[src/qfr_pkg.sv]
package qfr_pkg;

   // Opcodes taken in four-line instruction mode.
   localparam logic [7:0] QFR_OP_READ      = 8'heb;
   localparam logic [7:0] QFR_OP_READ_LONG = 8'hec;

   // Upper mode nibble that holds the device in continuous read mode.
   localparam logic [3:0] QFR_CONT_CODE = 4'ha;

   // Phase lengths in serial clocks, one nibble per clock.
   localparam logic [3:0] QFR_OPC_NIBS   = 4'h2;
   localparam logic [3:0] QFR_ADDR3_NIBS = 4'h6;
   localparam logic [3:0] QFR_ADDR4_NIBS = 4'h8;
   localparam logic [3:0] QFR_MODE_NIBS  = 4'h2;
   localparam logic [3:0] QFR_DUMMY_RST  = 4'h6;

   // Register byte offsets.
   localparam logic [7:0] QFR_REG_CTRL   = 8'h00;
   localparam logic [7:0] QFR_REG_STATUS = 8'h04;
   localparam logic [7:0] QFR_REG_ADDR   = 8'h08;
   localparam logic [7:0] QFR_REG_MIDX   = 8'h0c;
   localparam logic [7:0] QFR_REG_MDATA  = 8'h10;

   // Control register fields and reset values.
   localparam int         QFR_CTRL_QPI   = 0;
   localparam int         QFR_CTRL_EXT   = 1;
   localparam int         QFR_CTRL_BUSY  = 2;
   localparam int         QFR_CTRL_DUMMY = 4;
   localparam logic       QFR_QPI_RST    = 1'h1;

   // Status register fields.
   localparam int         QFR_STAT_CONT  = 0;
   localparam int         QFR_STAT_ACT   = 1;
   localparam int         QFR_STAT_IGN   = 2;

   // AXI responses.
   localparam logic [1:0] QFR_RESP_OKAY   = 2'h0;
   localparam logic [1:0] QFR_RESP_SLVERR = 2'h2;

   typedef enum logic [2:0] {
      QFR_ST_IDLE   = 3'b000,
      QFR_ST_CMD    = 3'b001,
      QFR_ST_ADDR   = 3'b010,
      QFR_ST_MODE   = 3'b011,
      QFR_ST_DUMMY  = 3'b100,
      QFR_ST_DATA   = 3'b101,
      QFR_ST_IGNORE = 3'b110
   } qfr_state_e;

   typedef struct packed {
      logic        awvalid;
      logic [31:0] awaddr;
      logic        wvalid;
      logic [31:0] wdata;
      logic [3:0]  wstrb;
      logic        bready;
      logic        arvalid;
      logic [31:0] araddr;
      logic        rready;
   } qfr_axil_req_s;

   typedef struct packed {
      logic        awready;
      logic        wready;
      logic        bvalid;
      logic [1:0]  bresp;
      logic        arready;
      logic        rvalid;
      logic [31:0] rdata;
      logic [1:0]  rresp;
   } qfr_axil_rsp_s;

endpackage : qfr_pkg

[src/qfr_pin_sync.sv]
`timescale 1ns/1ps
`default_nettype none

module qfr_pin_sync #(
   parameter int         W       = 1,
   parameter logic [W-1:0] RST_VAL = '0
) (
   input  wire logic         clk,
   input  wire logic         rst_n,
   input  wire logic [W-1:0] d,
   output var  logic [W-1:0] q
);

   logic [W-1:0] meta_q;

   // Two stages; the first is read only by the second to keep metastability out.
   always_ff @(posedge clk or negedge rst_n) begin
      if (!rst_n) begin
         meta_q <= RST_VAL;
         q      <= RST_VAL;
      end else begin
         meta_q <= d;
         q      <= meta_q;
      end
   end

endmodule : qfr_pin_sync

`default_nettype wire

[src/qfr_quad_read.sv]
// The placing of the registers and the AXI4-Lite register port were left to the implementer.
`timescale 1ns/1ps
`default_nettype none

module qfr_quad_read #(
   parameter int MEM_AW = 6
) (
   input  wire logic                  clk,
   input  wire logic                  rst_n,
   input  wire qfr_pkg::qfr_axil_req_s axil_req,
   output var  qfr_pkg::qfr_axil_rsp_s axil_rsp,
   input  wire logic                  sck,
   input  wire logic                  cs_n,
   input  wire logic [3:0]            io_in,
   output var  logic [3:0]            io_out,
   output var  logic                  io_oe,
   output var  logic                  continuous_read_mode
);
   import qfr_pkg::*;

   localparam int MEM_DEPTH = 1 << MEM_AW;

   // Synchronised pins and the previous serial clock level for edge finding.
   logic [5:0]  pins_s;
   logic        sck_p_q;
   logic        sck_s;
   logic        cs_n_s;
   logic [3:0]  io_s;
   logic        sck_rise;
   logic        sck_fall;

   qfr_pin_sync #(
      .W       (6),
      .RST_VAL (6'h20)
   ) u_sync (
      .clk   (clk),
      .rst_n (rst_n),
      .d     ({cs_n, sck, io_in}),
      .q     (pins_s)
   );

   assign cs_n_s   = pins_s[5];
   assign sck_s    = pins_s[4];
   assign io_s     = pins_s[3:0];
   assign sck_rise = sck_s & ~sck_p_q;
   assign sck_fall = ~sck_s & sck_p_q;

   // Previous serial clock level.
   always_ff @(posedge clk or negedge rst_n) begin
      if (!rst_n) begin
         sck_p_q <= 1'h0;
      end else begin
         sck_p_q <= sck_s;
      end
   end

   // Software controls and block state.
   logic                qpi_q;
   logic                ext_q;
   logic                busy_q;
   logic [3:0]          dummy_q;
   logic [MEM_AW-1:0]   midx_q;
   logic [7:0]          mem [MEM_DEPTH];
   qfr_state_e          state_q;
   logic [3:0]          cnt_q;
   logic [7:0]          op_q;
   logic                op_long_q;
   logic [31:0]         addr_q;
   logic                cont_q;
   logic                ign_q;
   logic                nib_hi_q;
   logic                long_now;
   logic [7:0]          rd_byte;
   logic [3:0]          addr_nibs;
   logic [7:0]          opcode;

   assign long_now  = op_long_q | ext_q;
   assign addr_nibs = long_now ? QFR_ADDR4_NIBS : QFR_ADDR3_NIBS;
   assign opcode    = {op_q[3:0], io_s};
   assign rd_byte   = mem[addr_q[MEM_AW-1:0]];

   // Frame sequencer; select high always returns it to idle.
   always_ff @(posedge clk or negedge rst_n) begin
      if (!rst_n) begin
         state_q   <= QFR_ST_IDLE;
         cnt_q     <= 4'h0;
         op_q      <= 8'h00;
         op_long_q <= 1'h0;
      end else if (cs_n_s) begin
         state_q <= QFR_ST_IDLE;
      end else begin
         unique case (state_q)
            QFR_ST_IDLE: begin
               if (busy_q || !qpi_q) begin
                  state_q <= QFR_ST_IGNORE;
               end else if (cont_q) begin
                  state_q <= QFR_ST_ADDR;
                  cnt_q   <= addr_nibs;
               end else begin
                  state_q <= QFR_ST_CMD;
                  cnt_q   <= QFR_OPC_NIBS;
               end
            end
            QFR_ST_CMD: begin
               if (sck_rise) begin
                  op_q  <= opcode;
                  cnt_q <= cnt_q - 4'h1;
                  if (cnt_q == 4'h1) begin
                     if (opcode == QFR_OP_READ_LONG) begin
                        op_long_q <= 1'h1;
                        state_q   <= QFR_ST_ADDR;
                        cnt_q     <= QFR_ADDR4_NIBS;
                     end else if (opcode == QFR_OP_READ) begin
                        op_long_q <= 1'h0;
                        state_q   <= QFR_ST_ADDR;
                        cnt_q     <= ext_q ? QFR_ADDR4_NIBS : QFR_ADDR3_NIBS;
                     end else begin
                        state_q <= QFR_ST_IGNORE;
                     end
                  end
               end
            end
            QFR_ST_ADDR: begin
               if (sck_rise) begin
                  cnt_q <= cnt_q - 4'h1;
                  if (cnt_q == 4'h1) begin
                     state_q <= QFR_ST_MODE;
                     cnt_q   <= QFR_MODE_NIBS;
                  end
               end
            end
            QFR_ST_MODE: begin
               if (sck_rise) begin
                  cnt_q <= cnt_q - 4'h1;
                  if (cnt_q == 4'h1) begin
                     // Mode clocks count toward the dummy setting.
                     if (dummy_q <= QFR_MODE_NIBS) begin
                        state_q <= QFR_ST_DATA;
                     end else begin
                        state_q <= QFR_ST_DUMMY;
                        cnt_q   <= dummy_q - QFR_MODE_NIBS;
                     end
                  end
               end
            end
            QFR_ST_DUMMY: begin
               if (sck_rise) begin
                  cnt_q <= cnt_q - 4'h1;
                  if (cnt_q == 4'h1) begin
                     state_q <= QFR_ST_DATA;
                  end
               end
            end
            QFR_ST_DATA: begin
               state_q <= QFR_ST_DATA;
            end
            QFR_ST_IGNORE: begin
               state_q <= QFR_ST_IGNORE;
            end
            default: begin
               state_q <= QFR_ST_IGNORE;
            end
         endcase
      end
   end

   // Address shifts in a nibble per clock, then counts up per byte sent.
   always_ff @(posedge clk or negedge rst_n) begin
      if (!rst_n) begin
         addr_q <= 32'h0;
      end else if (state_q == QFR_ST_IDLE && !cs_n_s) begin
         addr_q <= 32'h0;
      end else if (state_q == QFR_ST_ADDR && sck_rise) begin
         addr_q <= {addr_q[27:0], io_s};
      end else if (state_q == QFR_ST_DATA && sck_fall && !nib_hi_q) begin
         addr_q <= addr_q + 32'h1;
      end
   end

   // Continuous read flag follows the upper mode nibble only.
   always_ff @(posedge clk or negedge rst_n) begin
      if (!rst_n) begin
         cont_q <= 1'h0;
      end else if (state_q == QFR_ST_MODE && sck_rise && cnt_q == QFR_MODE_NIBS) begin
         cont_q <= (io_s == QFR_CONT_CODE);
      end
   end

   // Last-frame-ignored flag for software.
   always_ff @(posedge clk or negedge rst_n) begin
      if (!rst_n) begin
         ign_q <= 1'h0;
      end else if (state_q == QFR_ST_IDLE && !cs_n_s) begin
         ign_q <= busy_q | ~qpi_q;
      end else if (state_q == QFR_ST_CMD && sck_rise && cnt_q == 4'h1) begin
         ign_q <= (opcode != QFR_OP_READ) && (opcode != QFR_OP_READ_LONG);
      end
   end

   // Drive data on falling serial clock, high nibble first.
   always_ff @(posedge clk or negedge rst_n) begin
      if (!rst_n) begin
         io_out   <= 4'h0;
         io_oe    <= 1'h0;
         nib_hi_q <= 1'h1;
      end else if (state_q != QFR_ST_DATA) begin
         io_oe    <= 1'h0;
         nib_hi_q <= 1'h1;
      end else if (sck_fall) begin
         io_out   <= nib_hi_q ? rd_byte[7:4] : rd_byte[3:0];
         io_oe    <= 1'h1;
         nib_hi_q <= ~nib_hi_q;
      end
   end

   assign continuous_read_mode = cont_q;

   // Register bus slave: address and data are taken independently.
   logic        aw_have_q;
   logic        w_have_q;
   logic [7:0]  awaddr_q;
   logic [31:0] wdata_q;
   logic [3:0]  wstrb_q;
   logic        wr_fire;
   logic [31:0] rd_val;
   logic        rd_err;
   qfr_axil_rsp_s rsp_q;

   assign wr_fire  = aw_have_q & w_have_q & ~rsp_q.bvalid;
   assign axil_rsp = rsp_q;

   // Read decode; unmapped offsets answer with an error and zero data.
   always_comb begin
      rd_val = 32'h0;
      rd_err = 1'h0;
      unique case (axil_req.araddr[7:0])
         QFR_REG_CTRL: begin
            rd_val[QFR_CTRL_QPI]  = qpi_q;
            rd_val[QFR_CTRL_EXT]  = ext_q;
            rd_val[QFR_CTRL_BUSY] = busy_q;
            rd_val[QFR_CTRL_DUMMY +: 4] = dummy_q;
         end
         QFR_REG_STATUS: begin
            rd_val[QFR_STAT_CONT] = cont_q;
            rd_val[QFR_STAT_ACT]  = ~cs_n_s;
            rd_val[QFR_STAT_IGN]  = ign_q;
         end
         QFR_REG_ADDR:  rd_val = addr_q;
         QFR_REG_MIDX:  rd_val[MEM_AW-1:0] = midx_q;
         QFR_REG_MDATA: rd_val[7:0] = mem[midx_q];
         default:       rd_err = 1'h1;
      endcase
   end

   // Write and read channel handshakes plus register updates.
   always_ff @(posedge clk or negedge rst_n) begin
      if (!rst_n) begin
         rsp_q     <= '0;
         aw_have_q <= 1'h0;
         w_have_q  <= 1'h0;
         awaddr_q  <= 8'h00;
         wdata_q   <= 32'h0;
         wstrb_q   <= 4'h0;
         qpi_q     <= QFR_QPI_RST;
         ext_q     <= 1'h0;
         busy_q    <= 1'h0;
         dummy_q   <= QFR_DUMMY_RST;
         midx_q    <= '0;
      end else begin
         if (!rsp_q.awready && !aw_have_q && !rsp_q.bvalid) begin
            rsp_q.awready <= 1'h1;
         end
         if (!rsp_q.wready && !w_have_q && !rsp_q.bvalid) begin
            rsp_q.wready <= 1'h1;
         end
         if (axil_req.awvalid && rsp_q.awready) begin
            aw_have_q     <= 1'h1;
            awaddr_q      <= axil_req.awaddr[7:0];
            rsp_q.awready <= 1'h0;
         end
         if (axil_req.wvalid && rsp_q.wready) begin
            w_have_q     <= 1'h1;
            wdata_q      <= axil_req.wdata;
            wstrb_q      <= axil_req.wstrb;
            rsp_q.wready <= 1'h0;
         end
         if (wr_fire) begin
            aw_have_q    <= 1'h0;
            w_have_q     <= 1'h0;
            rsp_q.bvalid <= 1'h1;
            rsp_q.bresp  <= QFR_RESP_OKAY;
            unique case (awaddr_q)
               QFR_REG_CTRL: begin
                  // Instruction mode only moves by software.
                  if (wstrb_q[0]) begin
                     qpi_q   <= wdata_q[QFR_CTRL_QPI];
                     ext_q   <= wdata_q[QFR_CTRL_EXT];
                     busy_q  <= wdata_q[QFR_CTRL_BUSY];
                     dummy_q <= wdata_q[QFR_CTRL_DUMMY +: 4];
                  end
               end
               QFR_REG_MIDX: begin
                  if (wstrb_q[0]) begin
                     midx_q <= wdata_q[MEM_AW-1:0];
                  end
               end
               QFR_REG_MDATA: begin
                  if (wstrb_q[0]) begin
                     midx_q <= midx_q + MEM_AW'(1);
                  end
               end
               QFR_REG_STATUS, QFR_REG_ADDR: begin
                  rsp_q.bresp <= QFR_RESP_OKAY;
               end
               default: rsp_q.bresp <= QFR_RESP_SLVERR;
            endcase
         end
         if (rsp_q.bvalid && axil_req.bready) begin
            rsp_q.bvalid <= 1'h0;
         end
         if (axil_req.arvalid && rsp_q.arready) begin
            rsp_q.arready <= 1'h0;
            rsp_q.rvalid  <= 1'h1;
            rsp_q.rdata   <= rd_val;
            rsp_q.rresp   <= rd_err ? QFR_RESP_SLVERR : QFR_RESP_OKAY;
         end else if (rsp_q.rvalid && axil_req.rready) begin
            rsp_q.rvalid  <= 1'h0;
            rsp_q.arready <= 1'h1;
         end else if (!rsp_q.rvalid) begin
            rsp_q.arready <= 1'h1;
         end
      end
   end

   // Read image; a small array stands in for the flash cells.
   always_ff @(posedge clk) begin
      if (wr_fire && awaddr_q == QFR_REG_MDATA && wstrb_q[0]) begin
         mem[midx_q] <= wdata_q[7:0];
      end
   end

endmodule : qfr_quad_read

`default_nettype wire

[config.mk]
export PLATFORM = sky130hd
export DESIGN_NAME = qfr_quad_read
export DESIGN_NICKNAME = d
export VERILOG_FILES = /design/src/qfr_pkg.sv /design/src/qfr_pin_sync.sv /design/src/qfr_quad_read.sv
export SDC_FILE = /design/constraint.sdc
export NUM_CORES = 1
export LEC_CHECK = 0
export ABC_AREA = 1
export BUFFER_PORTS_ARGS = -buffer_cell sky130_fd_sc_hd__buf_2
export CORE_UTILIZATION = 25
export CTS_CLUSTER_DIAMETER = 80
export CTS_CLUSTER_SIZE = 10
export DETAILED_ROUTE_END_ITERATION = 7
export PLACE_DENSITY = 0.42
export SETUP_SLACK_MARGIN = 0.2
export SYNTH_ARGS = -nofsm -noshare
export SYNTH_HDL_FRONTEND = slang
export SYNTH_SLANG_ARGS = --single-unit
export TNS_END_PERCENT = 1
[constraint.sdc]
create_clock -name clk -period 8 [get_ports clk]
set_clock_uncertainty 0.2 [all_clocks]
set_input_delay 0.8 -clock clk [delete_from_list [all_inputs] [get_ports clk]]
set_output_delay 0.8 -clock clk [all_outputs]
set_load 0.02 [all_outputs]
# Yosys cells after proc, flatten, opt, wreduce, memory -nomap -nowiden
# Memories as Yosys holds them, arrays and structs flattened.
# Cells that the tools add are included.
word_totals:
  elab_cells: 208
  latch_bits: 0
  ram_bits: 512
  regBits: 138
  in_bits: 113
  out_inout_bits: 47
  n_memories: 1
  romBits: 0
memory_table:
  columns: ["name", "words", "width", "read_ports", "rd_ports_with_merged_regs", "write_ports", "line_no", "source"]
  rows:
  - ["mem", 64, 8, 2, 0, 1, "qfr_quad_read.sv:63", "logic [7:0] mem [MEM_DEPTH];"]
classes:
  n_div: 0
  shift: 0
  n_addsub: 4
  mul: 0
  muxes: 68
  magnitude_cmp: 1
  n_bitwise: 13
  n_eq_ne: 37
  reduce_logical: 53
op_table:
  columns: ["operator", "n"]
  rows:
  - ["$mux 32", 3]
  - ["$mux 4", 15]
  - ["$mux 3", 13]
  - ["$add 32x1->32 const B", 1]
  - ["$eq 8x4->1 const B", 4]
  - ["$mux 24", 1]
  - ["$mux 1", 23]
  - ["$logic_and 1x1->1", 20]
  - ["$pmux 4 s5", 1]
  - ["$reduce_bool 2->1", 10]
  - ["$pmux 3 s6", 1]
  - ["$eq 8x3->1 const B", 2]
  - ["$eq 8x5->1 const B", 2]
  - ["$eq 8x8->1 const B", 2]
  - ["$logic_not 8->1", 2]
  - ["$ne 8x8->1 const B", 2]
  - ["$ne 3x2->1 const B", 5]
  - ["$pmux 3 s5", 1]
  - ["$ne 2x2->1 const B", 7]
  - ["$mux 6", 2]
  - ["$ne 3x1->1 const B", 4]
  - ["$pmux 6 s2", 1]
  - ["$reduce_or 5->1", 2]
  - ["$logic_not 1->1", 8]
  - ["28 further kinds", 44]

# Logic depth before layout (Yosys ltp)
logic_depth:
  ltp_word: 7
  mapped_depth: 18

# By module
# Synthesis repeated with hierarchy kept, for this count alone.
unflattened:
  hier_cells: 4274
  hier_area_um2: 33963.8
modules_own_cells:
  columns: ["mod", "area_per_inst_um2", "n_inst", "cells_per_inst"]
  rows:
  - ["qfr_quad_read", 33661.0, 1, 4262]
  - ["qfr_pin_sync", 302.8, 1, 12]

# Worst setup path after synthesis
# Ideal clock, no wire load.
synth_path:
  path_type: "reg2reg"
  from: "register awaddr_q[1]"
  to: "memory mem[63][0], enable pin"
  t_required_ns: 7.405
  arrival_time_ns: 1.963
  stages_incl_launch_ff: 7
  setup_ns: 0.395
  synth_period_minus_slack_ns: 2.558
  slack_ns: 5.442
  cell_sequence: "dfrtp_1 > nor2_1 > nand3_1 > nor2_1 > inv_1 > clkbuf_1 > nor4_1"
synth_between:
  elab_chain_len: 5
synth_rtl:
  columns: ["element", "line_no", "source"]
  rows:
  - ["start, declared", "qfr_quad_read.sv:221", "logic [7:0] awaddr_q;"]
  - ["start signal, assigned", "qfr_quad_read.sv:278", "awaddr_q <= axil_req.awaddr[7:0];"]
  - ["$eq 8x5->1", "qfr_quad_read.sv:337", "if (wr_fire && awaddr_q == QFR_REG_MDATA && wstrb_q[0]) begin"]
  - ["$logic_and 1x1->1 (2 in a row)", "qfr_quad_read.sv:337", null]
  - ["$mux 1", "qfr_quad_read.sv:337", null]
  - ["$mux 1 (not written as such)", "qfr_quad_read.sv:338", "mem[midx_q] <= wdata_q[7:0];"]
  - ["end, declared", "qfr_quad_read.sv:63", null]
# No other way between the ends.

# Worst setup path after layout
layout_path:
  from: "register awaddr_q[1]"
  to: "memory mem[48][5], enable pin"
# Same word-level chain as after synthesis.

==> results by group <==
Status
  • Status: finished, final reports clean

Placement
  • # port buffers: 82
  • GP Congestion: 0.8550
  • Detailed placer's ending HPWL: 77300 um

STA
  • Period utilization: between 50% and 60%
  • Achievable Freq: around 230 MHz
  • Actual slew at the worst max-slew pin: about 1.2 ns
  • RSZ-0062 raised after global routing: false
  • Setup TNS: 0 ns
  • Hold Slack: 0.06638 ns
  • Max-slew violations: 0
  • Max-Slew Margin vs Limit: between 10% and 20%
  • Fin. Hold Viols: 0
  • Setup violations, final: 0
  • Min Clock Period, post-route: between 4 and 5 ns

Clock tree
  • CTS tree: built
  • CTS Buffer Depth: 3
  • Sink Count: around 650
  • Clk slew on worst S/H paths: about 0.050 ns
  • CTS root buf: clkbuf_16
  • H-tree levels: 3
  • Post-CTS Hold Fix Bufs: 6
  • Post-cts sizing count: 0
  • Post-CTS Repair Setup Buffers: 0
  • Later-pin clock latency in the skew report: 0.67 ns
  • CTS Buf Count: 75

Global route
  • Tot GR Track Use: ~18%
  • Largest net degree at the start of global routing: around 130
  • Total grt overflow: 0
  • Vias in the first global route: roughly 27k
  • First-pass GRT wire length: between 150000 and 200000 um
  • Initial antenna violation count: 1

Setup path
  • R2r startpoint: awaddr_q[1]$_DFFE_PN0P_
  • Worst Setup Start Kind: flop
  • Critical Path Source: awaddr_q[1]$_DFFE_PN0P_
  • Crit path max fanout: 14
  • Setup CP Type: reg2reg
  • Worst R2R Path Depth: 7
  • CP endpoint: mem[48][5]$_DFFE_PP_
  • R2r endpoint: mem[48][5]$_DFFE_PP_
  • Arrival time at the worst endpoint: about 4.5 ns
  • CP required: ~8.1 ns
  • CP Capture Type: flop
  • Worst reg-to-reg setup slack: 3.57 ns

Detailed routing
  • Detail Route Antenna Nets: 0
  • WL per Instance: roughly 21 um
  • Routed met3 length: ~7600 um
  • DR pass1 iterations: 6
  • Vias/cell: 4.793
  • DR WL met2: just under 60000 um
  • Residual DRC: 0
  • WL final: approximately 130000 um
  • Routed via count: between 20k and 30k
  • Initial DRC Count: 2363
  • Highest routed metal layer: met5
  • Met1 Routed Length: roughly 59000 um

Power and ir drop
  • Worst VDD drop: about 0.17 mV
  • Leakage: 15.98 nW
  • Power per standard cell area: around 300 nW/um2

Final layout
  • Layout cells sized above 1: under 10%
  • Area Growth Syn to Fin: 11.98%
  • Core Util, Final: 28.18%
  • Final nets: 4278
  • FILL cells: 14.51k

Floorplanning
  • Core ar.: 135300 um2
  • Die area: ~140000 um2
  • Row cnt: roughly 140
  • Die height: 371.0 um
  • Die X: between 300 and 400 um
  • Initial Utilization: about 25%
  • I/O Pins: 160

Job
  • Max Cap Violations: 0

Synth
  • Ys Warns: 0
  • Post-synthesis register bit count: roughly 650
  • Distinct cells, synth: 47
  • EDFF count, synth: slightly above 500
  • Top_reg_cell synth: edfxtp_1
  • Syn Area/Cell: approximately 8 um2
  • Sequential area share after synthesis: around 55%
  • Asr flop ratio synth: approximately a fifth
  • Post-Syn Instances: about 4.2k
  • Mapped cell area: 34050 um2

Hold path
  • Worst min-delay path class: in2reg
[kinds of logic after synthesis]
family	count (synthesis)	share of synthesized area [%]
and+or+nand+nor	2742	32.45
DFF	648	55.18
buffers and inverters	410	5.590
AOI/OAI and AO/OA	345	5.869
xor gates and xnor gates	24	0.6174
adders and majority gates	6	0.2205
muxes	2	0.06248
other	1	0.01101
[Yosys cell counts, types with 3 or more instances]
master    number  share of area (%)
buf_4         19               0.42
nor3_1        34               0.50
dfstp_2        6               0.46
dfrtp_1      130                9.6
clkbuf_1      56               0.62
o22ai_1       18               0.33
nand3_1      295                4.3
o31ai_1       26               0.57
nor2_2         6               0.11
edfxtp_1     512                 45
inv_2          9              0.099
a21boi_0      22               0.49
ha_1           6               0.22
buf_1         16               0.18
xor2_1        24               0.62
nor2_4         5               0.17
buf_6         16               0.53
o21a_1         3              0.066
nor2_1       182                2.0
o211ai_1      37               0.82
inv_1        155                1.7
a31oi_1        3              0.055
a21oi_1       74                1.1
nand2_1     2117                 23
buf_2        135                2.0
nor3_2         5               0.15
o21ai_1       21               0.31
o21ai_0      133                2.0
nand4_1       90                1.7
[layer usage]
metal	global-route usage [%]	vias up
met3	3.094	174
li1	-	13692
met4	5.421	2
met2	28.94	843
met5	0	-
met1	25.52	13948
[layout by cell type, fill, tap and decap left out, drive strengths merged, types with 6 or more instances in the layout]
cell            n
clkbuf        111
nand4          90
nor2          193
o21ai         155
nand3         296
o211ai         37
buf           140
xor2           24
o31ai          26
nor3           40
dfrtp         130
nand2        2119
inv           164
dlygate4sd3     6
dfstp           6
edfxtp        512
a21boi         22
o22ai          18
ha              6
clkinv          7
a21oi          74
[flip-flops by register name (all words and copies together) (netlist names), 3 cells and up]
name           count
dummy_q            4
cnt_q              4
addr_q            32
io_out             4
axil_rsp          39
u_sync.meta_q      6
midx_q             6
awaddr_q           8
u_sync.q           6
wdata_q            8
state_q            3
op_q               4
mem              512
[how the worst min path moves through the flow]
stage,depth (start not counted),to,startpoint
CTS,1,u_sync.meta_q[4]$_DFF_PN0_,sck
global route,1,u_sync.meta_q[4]$_DFF_PN0_,sck
finish,1,u_sync.meta_q[4]$_DFF_PN0_,sck
floorplan,0,u_sync.q[0]$_DFF_PN0_,u_sync.meta_q[0]$_DFF_PN0_
global placement,0,u_sync.q[2]$_DFF_PN0_,u_sync.meta_q[2]$_DFF_PN0_
detailed placement,0,u_sync.q[0]$_DFF_PN0_,u_sync.meta_q[0]$_DFF_PN0_
[stage by stage]
step | total power, W | std cells | instance area [um2] | setup WS (ns)
3_5_place_dp | 0.008487 | 5857 | 35930 | 3.624
4_1_cts | 0.01172 | 5978 | 38120 | 3.606
5_1_grt | 0.01221 | 5978 | 38120 | 3.429
2_1_floorplan | 0.006813 | 4179 | 34050 | 5.442
3_3_place_gp | 0.008513 | 5857 | 35930 | 3.661
6_report | 0.01162 | 5979 | 38120 | 3.569
[final cells by class]
cell class / instances / area [um2] / area share [%]
clock inverter: 4 / 30.03 / 0.07877
inverter: 167 / 649.4 / 1.703
clock buffer: 111 / 2096 / 5.497
multi-input combinational: 3121 / 13370 / 35.07
tap: 1781 / 2228 / 5.845
antenna: 1 / 2.502 / 0.006564
sequential: 648 / 18810 / 49.35
timing repair buffer: 146 / 937.1 / 2.458
[power by group]
group | switching [W] | total (W) | internal, W
Clock | 0.00141 | 0.00320 | 0.00179
Sequential | 0.000295 | 0.00446 | 0.00416
Combinational | 0.00307 | 0.00396 | 0.000889
Total | 0.00478 | 0.0116 | 0.00684
[critical path: stages (launching register included)]
cell and delay [ns]:
dfrtp_1 0.37, nor2_1 0.16, nand3_1 0.11, nor2_1 0.36
inv_1 0.33, nor2_4 0.25, nand4_1 0.94, nor2_1 1.31
Note: power is estimated with default switching activity, not from simulation.
